### config.mk
export PLATFORM = sky130hd
export DESIGN_NAME = dlc_core
export DESIGN_NICKNAME = d
export VERILOG_FILES = /design/src/rtl/dlc_pkg.sv /design/src/rtl/dlc_core.sv
export VERILOG_INCLUDE_DIRS = /design/src /design/src/rtl
export SDC_FILE = /design/constraint.sdc
export NUM_CORES = 1
export LEC_CHECK = 0
export BUFFER_PORTS_ARGS = -buffer_cell sky130_fd_sc_hd__buf_2
export CORE_ASPECT_RATIO = 1.75
export CORE_MARGIN = 2
export CORE_UTILIZATION = 25
export DETAILED_ROUTE_END_ITERATION = 7
export SLEW_MARGIN = 20
export SYNTH_ARGS = -nofsm -noshare
export SYNTH_HDL_FRONTEND = slang
export SYNTH_SLANG_ARGS = --single-unit
### constraint.sdc
create_clock -name core_clk_in -period 2.48 [get_ports core_clk_in]
set_input_delay 0.248 -clock core_clk_in [delete_from_list [all_inputs] [get_ports core_clk_in]]
set_output_delay 0.248 -clock core_clk_in [all_outputs]
set_load 0.05 [all_outputs]
### src/rtl/dlc_regs.svh
// Register offsets, bus addresses, field positions and reset values of the display list coprocessor
`ifndef DLC_REGS_SVH
`define DLC_REGS_SVH
// APB byte offsets
`define DLC_OFF_CONTROL 12'h000
`define DLC_OFF_JUMP_FIRST 12'h004
`define DLC_OFF_JUMP_SECOND 12'h008
`define DLC_OFF_LOC1_HIGH 12'h00C
`define DLC_OFF_LOC1_LOW 12'h010
`define DLC_OFF_LOC2_HIGH 12'h014
`define DLC_OFF_LOC2_LOW 12'h018
`define DLC_OFF_STATUS 12'h01C
`define DLC_OFF_RUN 12'h020
// Register bus addresses seen by MOVE (word address on the register bus)
`define DLC_RGA_CONTROL 8'h2E
`define DLC_RGA_JUMP_FIRST 8'h88
`define DLC_RGA_JUMP_SECOND 8'h8A
`define DLC_RGA_LOC1_HIGH 8'h80
`define DLC_RGA_LOC1_LOW 8'h82
`define DLC_RGA_LOC2_HIGH 8'h84
`define DLC_RGA_LOC2_LOW 8'h86
`define DLC_RGA_FETCH_IDENT 8'h8C
`define DLC_RGA_BLIT_LIMIT 8'h80
`define DLC_RGA_BLIT_BASE 8'h40
// Field positions
`define DLC_DANGER_BIT 1
`define DLC_BLIT_IGNORE_BIT 15
`define DLC_TYPE_BIT 0
`define DLC_RUN_BIT 0
// Reset values
`define DLC_CONTROL_RESET 16'h0000
`define DLC_LOC_RESET 18'h00000
`endif

### src/rtl/dlc_pkg.sv
// Types shared by the display list coprocessor
package dlc_pkg;
    typedef enum logic [2:0] {
        DLC_IDLE, DLC_REQ1, DLC_FETCH1, DLC_REQ2, DLC_FETCH2, DLC_WAIT
    } dlc_state_t;
    // Bus request toward the DMA arbiter
    typedef struct packed {
        logic req;
        logic [17:0] addr;
    } dlc_mem_req_t;
    // Write placed on the register address bus
    typedef struct packed {
        logic strobe;
        logic [7:0] addr;
        logic [15:0] data;
    } dlc_rga_t;
endpackage

### src/rtl/dlc_core.sv
// Display list coprocessor with APB register slave
//
// Chosen here: register access over APB and the placing of the registers.
`timescale 1ns/10ps
`include "dlc_regs.svh"
`default_nettype none

module dlc_core (
    input wire logic core_clk_in,
    input wire logic rstn_in,
    input wire logic psel_in,
    input wire logic penable_in,
    input wire logic pwrite_in,
    input wire logic [11:0] paddr_in,
    input wire logic [31:0] pwdata_in,
    output logic [31:0] prdata_out,
    output logic pready_out,
    output logic pslverr_out,
    input wire logic odd_cycle_in,
    input wire logic mem_grant_in,
    input wire logic [15:0] mem_data_in,
    input wire logic [7:0] beam_v_in,
    input wire logic [7:0] beam_h_in,
    input wire logic vblank_start_in,
    input wire logic blit_done_in,
    output dlc_pkg::dlc_mem_req_t mem_req_out,
    output dlc_pkg::dlc_rga_t rga_out
);

    // ****************************************
    // Functions
    // ****************************************
    // Masked beam comparison: vertical top bit is never masked
    function automatic logic beam_reached(input logic [15:0] w1, input logic [15:0] w2,
                                          input logic [7:0] v, input logic [7:0] h,
                                          input logic done);
        logic [14:0] mask;
        logic [14:0] beam;
        logic [14:0] tgt;
        mask = {1'b1, w2[14:8], w2[7:1]};
        beam = {v, h[7:1]} & mask;
        tgt = {w1[15:8], w1[7:1]} & mask;
        beam_reached = (beam >= tgt) && (w2[`DLC_BLIT_IGNORE_BIT] || done);
    endfunction

    // Register bus address that must trigger a jump
    function automatic logic [1:0] jump_hit(input logic [7:0] a);
        jump_hit = {a == `DLC_RGA_JUMP_SECOND, a == `DLC_RGA_JUMP_FIRST};
    endfunction

    // ****************************************
    // Declarations
    // ****************************************
    dlc_pkg::dlc_state_t state_ff;
    logic [17:0] pc_ff;
    logic [17:0] loc1_ff;
    logic [17:0] loc2_ff;
    logic [15:0] control_ff;
    logic run_ff;
    logic skip_ff;
    logic [15:0] word1_ff;
    logic [15:0] word2_ff;
    logic [7:0] v_s1_ff;
    logic [7:0] v_ff;
    logic [7:0] h_s1_ff;
    logic [7:0] h_ff;
    logic [2:0] vb_s_ff;
    logic [1:0] bd_s_ff;
    logic apb_wr;
    logic apb_rd;
    logic [11:0] a;
    logic mv_wr;
    logic [7:0] mv_addr;
    logic mv_allowed;
    logic vb_edge;
    logic [1:0] apb_jump;
    logic [1:0] mv_jump;
    logic move_word2;

    // ****************************************
    // Input synchronisers
    // ****************************************
    // Beam, blank and blitter flag come from another block's pins
    always_ff @(posedge core_clk_in or negedge rstn_in) begin
        if (!rstn_in) begin
            v_s1_ff <= 8'h00;
            v_ff <= 8'h00;
            h_s1_ff <= 8'h00;
            h_ff <= 8'h00;
            vb_s_ff <= 3'h0;
            bd_s_ff <= 2'h0;
        end else begin
            v_s1_ff <= beam_v_in;
            v_ff <= v_s1_ff;
            h_s1_ff <= beam_h_in;
            h_ff <= h_s1_ff;
            vb_s_ff <= {vb_s_ff[1:0], vblank_start_in};
            bd_s_ff <= {bd_s_ff[0], blit_done_in};
        end
    end
    assign vb_edge = vb_s_ff[1] & ~vb_s_ff[2];

    // ****************************************
    // APB decode
    // ****************************************
    // Zero wait state: pready is registered high for the access cycle after setup
    assign a = paddr_in;
    assign apb_wr = psel_in & penable_in & pwrite_in;
    assign apb_rd = psel_in & ~pwrite_in;
    assign apb_jump = {apb_wr && a == `DLC_OFF_JUMP_SECOND, apb_wr && a == `DLC_OFF_JUMP_FIRST};

    // MOVE write from the second-word fetch
    assign move_word2 = (state_ff == dlc_pkg::DLC_FETCH2) && mem_grant_in && !word1_ff[`DLC_TYPE_BIT];
    assign mv_addr = word1_ff[8:1];
    // Blitter range needs the danger bit
    assign mv_allowed = (mv_addr >= `DLC_RGA_BLIT_LIMIT) || (mv_addr < `DLC_RGA_BLIT_BASE)
                        || control_ff[`DLC_DANGER_BIT];
    assign mv_wr = move_word2 && !skip_ff && mv_allowed;
    assign mv_jump = mv_wr ? jump_hit(mv_addr) : 2'b00;

    // Read data mux
    always_ff @(posedge core_clk_in or negedge rstn_in) begin
        if (!rstn_in) begin
            prdata_out <= 32'h00000000;
            pslverr_out <= 1'b0;
            pready_out <= 1'b0;
        end else begin
            pready_out <= psel_in & ~penable_in;
            pslverr_out <= 1'b0;
            if (apb_rd & ~penable_in) begin
                unique case (a)
                    `DLC_OFF_CONTROL: prdata_out <= {16'h0000, control_ff};
                    `DLC_OFF_LOC1_HIGH: prdata_out <= {29'h00000000, loc1_ff[17:15]};
                    `DLC_OFF_LOC1_LOW: prdata_out <= {16'h0000, loc1_ff[14:0], 1'b0};
                    `DLC_OFF_LOC2_HIGH: prdata_out <= {29'h00000000, loc2_ff[17:15]};
                    `DLC_OFF_LOC2_LOW: prdata_out <= {16'h0000, loc2_ff[14:0], 1'b0};
                    `DLC_OFF_STATUS: prdata_out <= {11'h000, state_ff, pc_ff};
                    `DLC_OFF_RUN: prdata_out <= {31'h00000000, run_ff};
                    `DLC_OFF_JUMP_FIRST, `DLC_OFF_JUMP_SECOND: prdata_out <= 32'h00000000;
                    default: begin
                        prdata_out <= 32'h00000000;
                        pslverr_out <= 1'b1;
                    end
                endcase
            end else if (psel_in & ~penable_in) begin
                prdata_out <= 32'h00000000;
                pslverr_out <= !(a inside {`DLC_OFF_CONTROL, `DLC_OFF_JUMP_FIRST,
                    `DLC_OFF_JUMP_SECOND, `DLC_OFF_LOC1_HIGH, `DLC_OFF_LOC1_LOW,
                    `DLC_OFF_LOC2_HIGH, `DLC_OFF_LOC2_LOW, `DLC_OFF_RUN});
            end
        end
    end

    // ****************************************
    // Control and location registers
    // ****************************************
    // Processor writes and own MOVE writes share these registers
    always_ff @(posedge core_clk_in or negedge rstn_in) begin
        if (!rstn_in) begin
            control_ff <= `DLC_CONTROL_RESET;
            loc1_ff <= `DLC_LOC_RESET;
            loc2_ff <= `DLC_LOC_RESET;
            run_ff <= 1'b0;
        end else if (apb_wr && pready_out) begin
            unique case (a)
                `DLC_OFF_CONTROL: control_ff <= {14'h0000, pwdata_in[`DLC_DANGER_BIT], 1'b0};
                `DLC_OFF_LOC1_HIGH: loc1_ff[17:15] <= pwdata_in[2:0];
                `DLC_OFF_LOC1_LOW: loc1_ff[14:0] <= pwdata_in[15:1];
                `DLC_OFF_LOC2_HIGH: loc2_ff[17:15] <= pwdata_in[2:0];
                `DLC_OFF_LOC2_LOW: loc2_ff[14:0] <= pwdata_in[15:1];
                `DLC_OFF_RUN: run_ff <= pwdata_in[`DLC_RUN_BIT];
                default: begin
                end
            endcase
        end else if (mv_wr) begin
            unique case (mv_addr)
                `DLC_RGA_CONTROL: control_ff <= {14'h0000, mem_data_in[`DLC_DANGER_BIT], 1'b0};
                `DLC_RGA_LOC1_HIGH: loc1_ff[17:15] <= mem_data_in[2:0];
                `DLC_RGA_LOC1_LOW: loc1_ff[14:0] <= mem_data_in[15:1];
                `DLC_RGA_LOC2_HIGH: loc2_ff[17:15] <= mem_data_in[2:0];
                `DLC_RGA_LOC2_LOW: loc2_ff[14:0] <= mem_data_in[15:1];
                default: begin
                end
            endcase
        end
    end

    // ****************************************
    // Sequencer
    // ****************************************
    // Two word fetches per instruction on odd cycles only
    always_ff @(posedge core_clk_in or negedge rstn_in) begin
        if (!rstn_in) begin
            state_ff <= dlc_pkg::DLC_IDLE;
            pc_ff <= `DLC_LOC_RESET;
            word1_ff <= 16'h0000;
            word2_ff <= 16'h0000;
            skip_ff <= 1'b0;
        end else if (apb_jump[0] && pready_out || mv_jump[0] || vb_edge) begin
            pc_ff <= loc1_ff;
            skip_ff <= 1'b0;
            state_ff <= run_ff ? dlc_pkg::DLC_REQ1 : dlc_pkg::DLC_IDLE;
        end else if (apb_jump[1] && pready_out || mv_jump[1]) begin
            pc_ff <= loc2_ff;
            skip_ff <= 1'b0;
            state_ff <= run_ff ? dlc_pkg::DLC_REQ1 : dlc_pkg::DLC_IDLE;
        end else if (!run_ff) begin
            state_ff <= dlc_pkg::DLC_IDLE;
        end else begin
            unique case (state_ff)
                dlc_pkg::DLC_IDLE: state_ff <= dlc_pkg::DLC_REQ1;
                dlc_pkg::DLC_REQ1: if (odd_cycle_in) state_ff <= dlc_pkg::DLC_FETCH1;
                dlc_pkg::DLC_FETCH1: if (mem_grant_in) begin
                    word1_ff <= mem_data_in;
                    pc_ff <= pc_ff + 18'h00001;
                    state_ff <= dlc_pkg::DLC_REQ2;
                end
                dlc_pkg::DLC_REQ2: if (odd_cycle_in) state_ff <= dlc_pkg::DLC_FETCH2;
                dlc_pkg::DLC_FETCH2: if (mem_grant_in) begin
                    word2_ff <= mem_data_in;
                    pc_ff <= pc_ff + 18'h00001;
                    if (!word1_ff[`DLC_TYPE_BIT]) begin
                        skip_ff <= 1'b0;
                        state_ff <= dlc_pkg::DLC_REQ1;
                    end else if (mem_data_in[`DLC_TYPE_BIT]) begin
                        skip_ff <= beam_reached(word1_ff, mem_data_in, v_ff, h_ff,
                                                bd_s_ff[1]);
                        state_ff <= dlc_pkg::DLC_REQ1;
                    end else begin
                        state_ff <= dlc_pkg::DLC_WAIT;
                    end
                end
                dlc_pkg::DLC_WAIT:
                    if (beam_reached(word1_ff, word2_ff, v_ff, h_ff, bd_s_ff[1]))
                        state_ff <= dlc_pkg::DLC_REQ1;
            endcase
        end
    end

    // ****************************************
    // Outputs toward arbiter and register bus
    // ****************************************
    // Request only in REQ1 and REQ2 on odd cycles; none while waiting
    always_ff @(posedge core_clk_in or negedge rstn_in) begin
        if (!rstn_in) begin
            mem_req_out <= '0;
            rga_out <= '0;
        end else begin
            mem_req_out.req <= run_ff && odd_cycle_in && (state_ff == dlc_pkg::DLC_REQ1 ||
                               state_ff == dlc_pkg::DLC_REQ2);
            mem_req_out.addr <= pc_ff;
            rga_out.strobe <= mv_wr;
            rga_out.addr <= move_word2 ? mv_addr : `DLC_RGA_FETCH_IDENT;
            rga_out.data <= mem_data_in;
        end
    end

    // ****************************************
    // Assertions
    // ****************************************
    property p_danger_reset;
        @(posedge core_clk_in) $rose(rstn_in) |-> !control_ff[`DLC_DANGER_BIT];
    endproperty
    a_danger_reset: assert property (p_danger_reset) else $error("danger bit set after reset");

    property p_blit_refused;
        @(posedge core_clk_in) disable iff (!rstn_in)
        move_word2 && !control_ff[`DLC_DANGER_BIT] && mv_addr >= `DLC_RGA_BLIT_BASE &&
        mv_addr < `DLC_RGA_BLIT_LIMIT |=> !rga_out.strobe;
    endproperty
    a_blit_refused: assert property (p_blit_refused) else $error("blitter write leaked");

    property p_jump1;
        @(posedge core_clk_in) disable iff (!rstn_in)
        apb_wr && pready_out && a == `DLC_OFF_JUMP_FIRST |=> pc_ff == $past(loc1_ff);
    endproperty
    a_jump1: assert property (p_jump1) else $error("jump first failed");

    property p_move_jump;
        @(posedge core_clk_in) disable iff (!rstn_in)
        mv_wr && mv_addr == `DLC_RGA_JUMP_SECOND && !vb_edge && !apb_jump[0]
        |=> pc_ff == $past(loc2_ff);
    endproperty
    a_move_jump: assert property (p_move_jump) else $error("move jump failed");

    property p_vblank;
        @(posedge core_clk_in) disable iff (!rstn_in) vb_edge |=> pc_ff == $past(loc1_ff);
    endproperty
    a_vblank: assert property (p_vblank) else $error("vblank reload failed");

    property p_wait_noreq;
        @(posedge core_clk_in) disable iff (!rstn_in)
        state_ff == dlc_pkg::DLC_WAIT |=> !mem_req_out.req;
    endproperty
    a_wait_noreq: assert property (p_wait_noreq) else $error("request while waiting");

    property p_odd_only;
        @(posedge core_clk_in) disable iff (!rstn_in)
        $rose(mem_req_out.req) |-> $past(odd_cycle_in);
    endproperty
    a_odd_only: assert property (p_odd_only) else $error("request on even cycle");

    property p_ident;
        @(posedge core_clk_in) disable iff (!rstn_in)
        !move_word2 |=> rga_out.addr == `DLC_RGA_FETCH_IDENT;
    endproperty
    a_ident: assert property (p_ident) else $error("identify address missing");

    property p_move_data;
        @(posedge core_clk_in) disable iff (!rstn_in)
        mv_wr |=> rga_out.strobe && rga_out.data == $past(mem_data_in) &&
        rga_out.addr == $past(mv_addr);
    endproperty
    a_move_data: assert property (p_move_data) else $error("move data wrong");

    property p_loc_split;
        @(posedge core_clk_in) disable iff (!rstn_in)
        apb_wr && pready_out && a == `DLC_OFF_LOC1_LOW
        |=> loc1_ff[17:15] == $past(loc1_ff[17:15]);
    endproperty
    a_loc_split: assert property (p_loc_split) else $error("low write touched high part");

    property p_jump2;
        @(posedge core_clk_in) disable iff (!rstn_in)
        apb_wr && pready_out && a == `DLC_OFF_JUMP_SECOND && !vb_edge && !mv_jump[0]
        |=> pc_ff == $past(loc2_ff);
    endproperty
    a_jump2: assert property (p_jump2) else $error("jump second failed");

    property p_two_words;
        @(posedge core_clk_in) disable iff (!rstn_in)
        state_ff == dlc_pkg::DLC_FETCH1 && mem_grant_in && run_ff
        && apb_jump == 2'b00 && !vb_edge
        |=> state_ff == dlc_pkg::DLC_REQ2;
    endproperty
    a_two_words: assert property (p_two_words) else $error("second word not fetched");

    property p_skip_move;
        @(posedge core_clk_in) disable iff (!rstn_in)
        move_word2 && skip_ff |=> !rga_out.strobe;
    endproperty
    a_skip_move: assert property (p_skip_move) else $error("skipped move written");

    property p_blit_hold;
        @(posedge core_clk_in) disable iff (!rstn_in)
        state_ff == dlc_pkg::DLC_WAIT && run_ff && !word2_ff[`DLC_BLIT_IGNORE_BIT]
        && !bd_s_ff[1] && apb_jump == 2'b00 && !vb_edge
        |=> state_ff == dlc_pkg::DLC_WAIT;
    endproperty
    a_blit_hold: assert property (p_blit_hold) else $error("left wait before blit done");

    c_wait: cover property (@(posedge core_clk_in) state_ff == dlc_pkg::DLC_WAIT ##1
        state_ff == dlc_pkg::DLC_REQ1);
    c_skip: cover property (@(posedge core_clk_in) skip_ff && move_word2);
    c_move: cover property (@(posedge core_clk_in) rga_out.strobe);
    c_blit_wait: cover property (@(posedge core_clk_in) state_ff == dlc_pkg::DLC_WAIT &&
        !word2_ff[`DLC_BLIT_IGNORE_BIT] && !bd_s_ff[1]);
    c_vblank: cover property (@(posedge core_clk_in) vb_edge && state_ff == dlc_pkg::DLC_WAIT);

endmodule // dlc_core
`default_nettype wire

==> run summary <==
CTS tree: yes
Total number of yosys warnings: 0
Clock Sinks: 193
Relative slew slack: 0.381
R2r setup slk: 0.15 ns
Critical Path Max Stage Delay: 0.35 ns
Setup violators final: 0
Type of destination of the critical path: flip-flop
Net count reported at finish: 1128
Avg Inst Size Synth: 11.0 µm²
Worst reg-to-reg path cell count: 10
CTS HTree Levels: 4
Via count: 6946
Final ANT Viol Nets: 0
Register area share after synthesis: 0.527
Full die area: 38300 µm²
Post-DP Area: 10500 µm²
First-pass GRT wire length: 39800 µm
Share of layout cells above drive strength 1: 0.255
Initial Util: 0.254
Final hold vios: 0
VDD IR-drop max: 0.000411 V
Total grt overflow: 0
Clk_lat worst skew: 0.45 ns
DR iter-0 viols: 349
Root buffer cell: clkbuf_16
Worst hold path type: in -> reg
CTS max path bufs: 2
Lkg Pwr: 5.40 nW
Mapped Area: 9170 µm²
Height of the die: 257 µm
Period utilisation layout: 0.941
Final WL: 25300 µm
CTS Buf Count: 17
Commonest cells after routing, fill and taps aside: dfrtp_1 (193), buf_2 (133), nand2_1 (80)
Slowest CP cell: nor4b_2
Port bufs: 134
Number of global-route vias before repair: 7372
EDFF count, synth: 0
Final instance area: 11500 µm²
Max-cap violations: 0
Buf/Inv on CP: 3
HP Start: pwdata_in[0]
FP Rows: 92
Hold Crit Endpoint: run_ff
Async set-reset flop share out of synthesis: 1.00
P per Cell Area: 627 nW/µm²
FF-to-FF Start: word1_ff[15]
RSZ-0062 raised after global routing: false
Tot GR Track Use: 0.136
Core area: 36100 µm²
Skew final: 0.0130 ns
Worst path cell trace: inv_1 > ha_1 > o21ai_0 > buf_4 > nor4b_2 > buf_4 > o21ai_0 > a211o_1 > mux2i_1 > a211o_1
Req. time, crit path: 2.81 ns
Critical path's top delay family: compound AO/OA/AOI/OAI gates
Hold_ws: 0.0406 ns
Routability Congestion: 0.874
FMAX: 428 MHz
Min Tclk post-route: 2.33 ns
Clk slew on worst S/H paths: 0.08 ns
Worst path arrival time: 2.67 ns
Tightest Pin Transition: 0.928 ns
DP HPWL: 19600 µm
Postcts setup bufs: 0
Hold depth: 2
Most common cell after layout, fill and taps aside: dfrtp_1
CP startpoint kind: flip-flop
Status: finished, final reports clean
DRT Pass-1 Iters: 4
Worst Path Class, Setup: reg -> reg
Peak fanout along the critical path: 2
Largest cells by area after synthesis: dfrtp_1 (53%), ha_1 (4.1%), mux2i_1 (3.5%)
Routed len/inst: 16.9 µm
Via density: 4.64
Yosys cell types: 74
Synth area leader: dfrtp_1
R2R Path End: state_ff[0]
Fin. max-slew vios: 0
Synth Instances: 830
Flops & latches, synth: 193
Synth top area share: 0.527
Largest net degree at the start of global routing: 67
Initial antenna violation count: 1
Main synth FF type: dfrtp_1
Post-route DRC: 0
IO Count: 163
Die width: 149 µm
Synth-to-layout area growth: 25.7%
-- worst reg2reg max path, stage by stage (launching register included) --
cell,delay [ns]
dfrtp_1,0.32
inv_1,0.05
ha_1,0.23
o21ai_0,0.11
buf_4,0.16
nor4b_2,0.36
buf_4,0.18
o21ai_0,0.07
a211o_1,0.32
mux2i_1,0.15
a211o_1,0.27
-- where the power goes --
part	internal [mW]	leakage [nW]	total [mW]	switching (mW)
Sequential	3.27	2.46	3.39	0.118
Combinational	0.285	2.62	0.869	0.584
Clock	1.56	0.309	2.96	1.40
Total	5.12	5.40	7.22	2.10
-- metal layers --
metal | share of wire | global-route usage | vias to the layer above | routed length [µm]
met4 | 0.056 | 0.0876 | 0 | 1410
met3 | 0.027 | 0.0222 | 65 | 685
met2 | 0.56 | 0.264 | 168 | 14300
li1 | - | - | 3316 | -
met1 | 0.35 | 0.130 | 3397 | 8920
met5 | 0 | 0 | - | 0
-- state kept, by name, summed over array words and instances, names as in the netlist, 15 cells and up --
signal,flops
loc1_ff,18
loc2_ff,18
mem_req_out,19
pc_ff,18
prdata_out,21
rga_out,25
word1_ff,16
word2_ff,15
-- kinds of logic (layout without fill, tap and decap cells) --
family	Yosys count	in the layout	synth area share
simple gates	289	289	0.165
flops	193	193	0.527
compound gates	165	165	0.131
mux	69	69	0.0816
buf+inv	68	254	0.0399
fa+ha+maj	30	30	0.0409
xor+xnor	15	15	0.0143
other cells	1	12	0.000409
-- per-stage QoR --
stage,TNS (ns),util,total power [mW],std cells,setup WS (ns)
floorplan,0,-,3.96,840,0.181
global placement,-0.161,0.291,4.28,1430,-0.0905
detailed placement,-0.114,0.291,4.29,1430,-0.0584
CTS,0,0.319,7.33,1496,0.143
global route,0,0.319,7.52,1497,0.0125
finish,0,0.319,7.22,1497,0.145
-- worst max path at each step --
stage / startpoint / end / slack, ns / cells past startpoint
floorplan: pready_out / word2_ff[10] / 0.18 / 7
global placement: word1_ff[15] / state_ff[2] / -0.09 / 10
detailed placement: word1_ff[15] / state_ff[0] / -0.06 / 10
CTS: word1_ff[15] / state_ff[0] / 0.14 / 10
global route: word1_ff[5] / loc1_ff[14] / 0.01 / 7
finish: word1_ff[15] / state_ff[0] / 0.15 / 10
-- cell type report --
class | instances | area, µm²
clock buffer | 17 | 425
antenna | 1 | 2.50
multi-input combinational | 579 | 4020
fill | 3738 | 24600
inverter | 11 | 41.3
tap | 470 | 588
sequential | 193 | 4830
timing repair buffer | 211 | 1410
clock inverter | 15 | 215
-- what timing repair did --
| item | 4_1_cts | 5_1_grt |
|---|---|---|
| gates resized for setup | 1 | 0 |
| gates cloned | 0 | 0 |
| endpoints found under the hold margin | 93 | 0 |
| hold buffers | 34 | 0 |
| pin swaps | 0 | 1 |
| setup endpoints to repair | 2 | 1 |
-- cell usage after synthesis (3+ instances only) --
cell type and instances:
and3_1 4, ha_1 30, or3_1 5, mux2_1 11
a31oi_2 8, nor4b_1 5, nand2b_1 9, buf_2 13
o21a_1 4, inv_1 11, clkbuf_1 20, nor4_4 3
dfrtp_1 193, mux2i_1 32, nor2b_1 5, and4_1 4
nor2_1 75, nand2_1 80, nand3_1 10, buf_4 19
a21o_1 5, a31oi_1 11, o21ai_0 30, a22o_1 19
nand4_1 19, xor2_1 7, o22ai_1 3, xnor2_1 8
a211o_1 13, a21oi_1 44, nor4_1 8, buf_6 3
nor3b_1 3, and2_1 38, nor3_1 9, mux2_2 25
No activity file was read; power rests on OpenSTA's default activity.
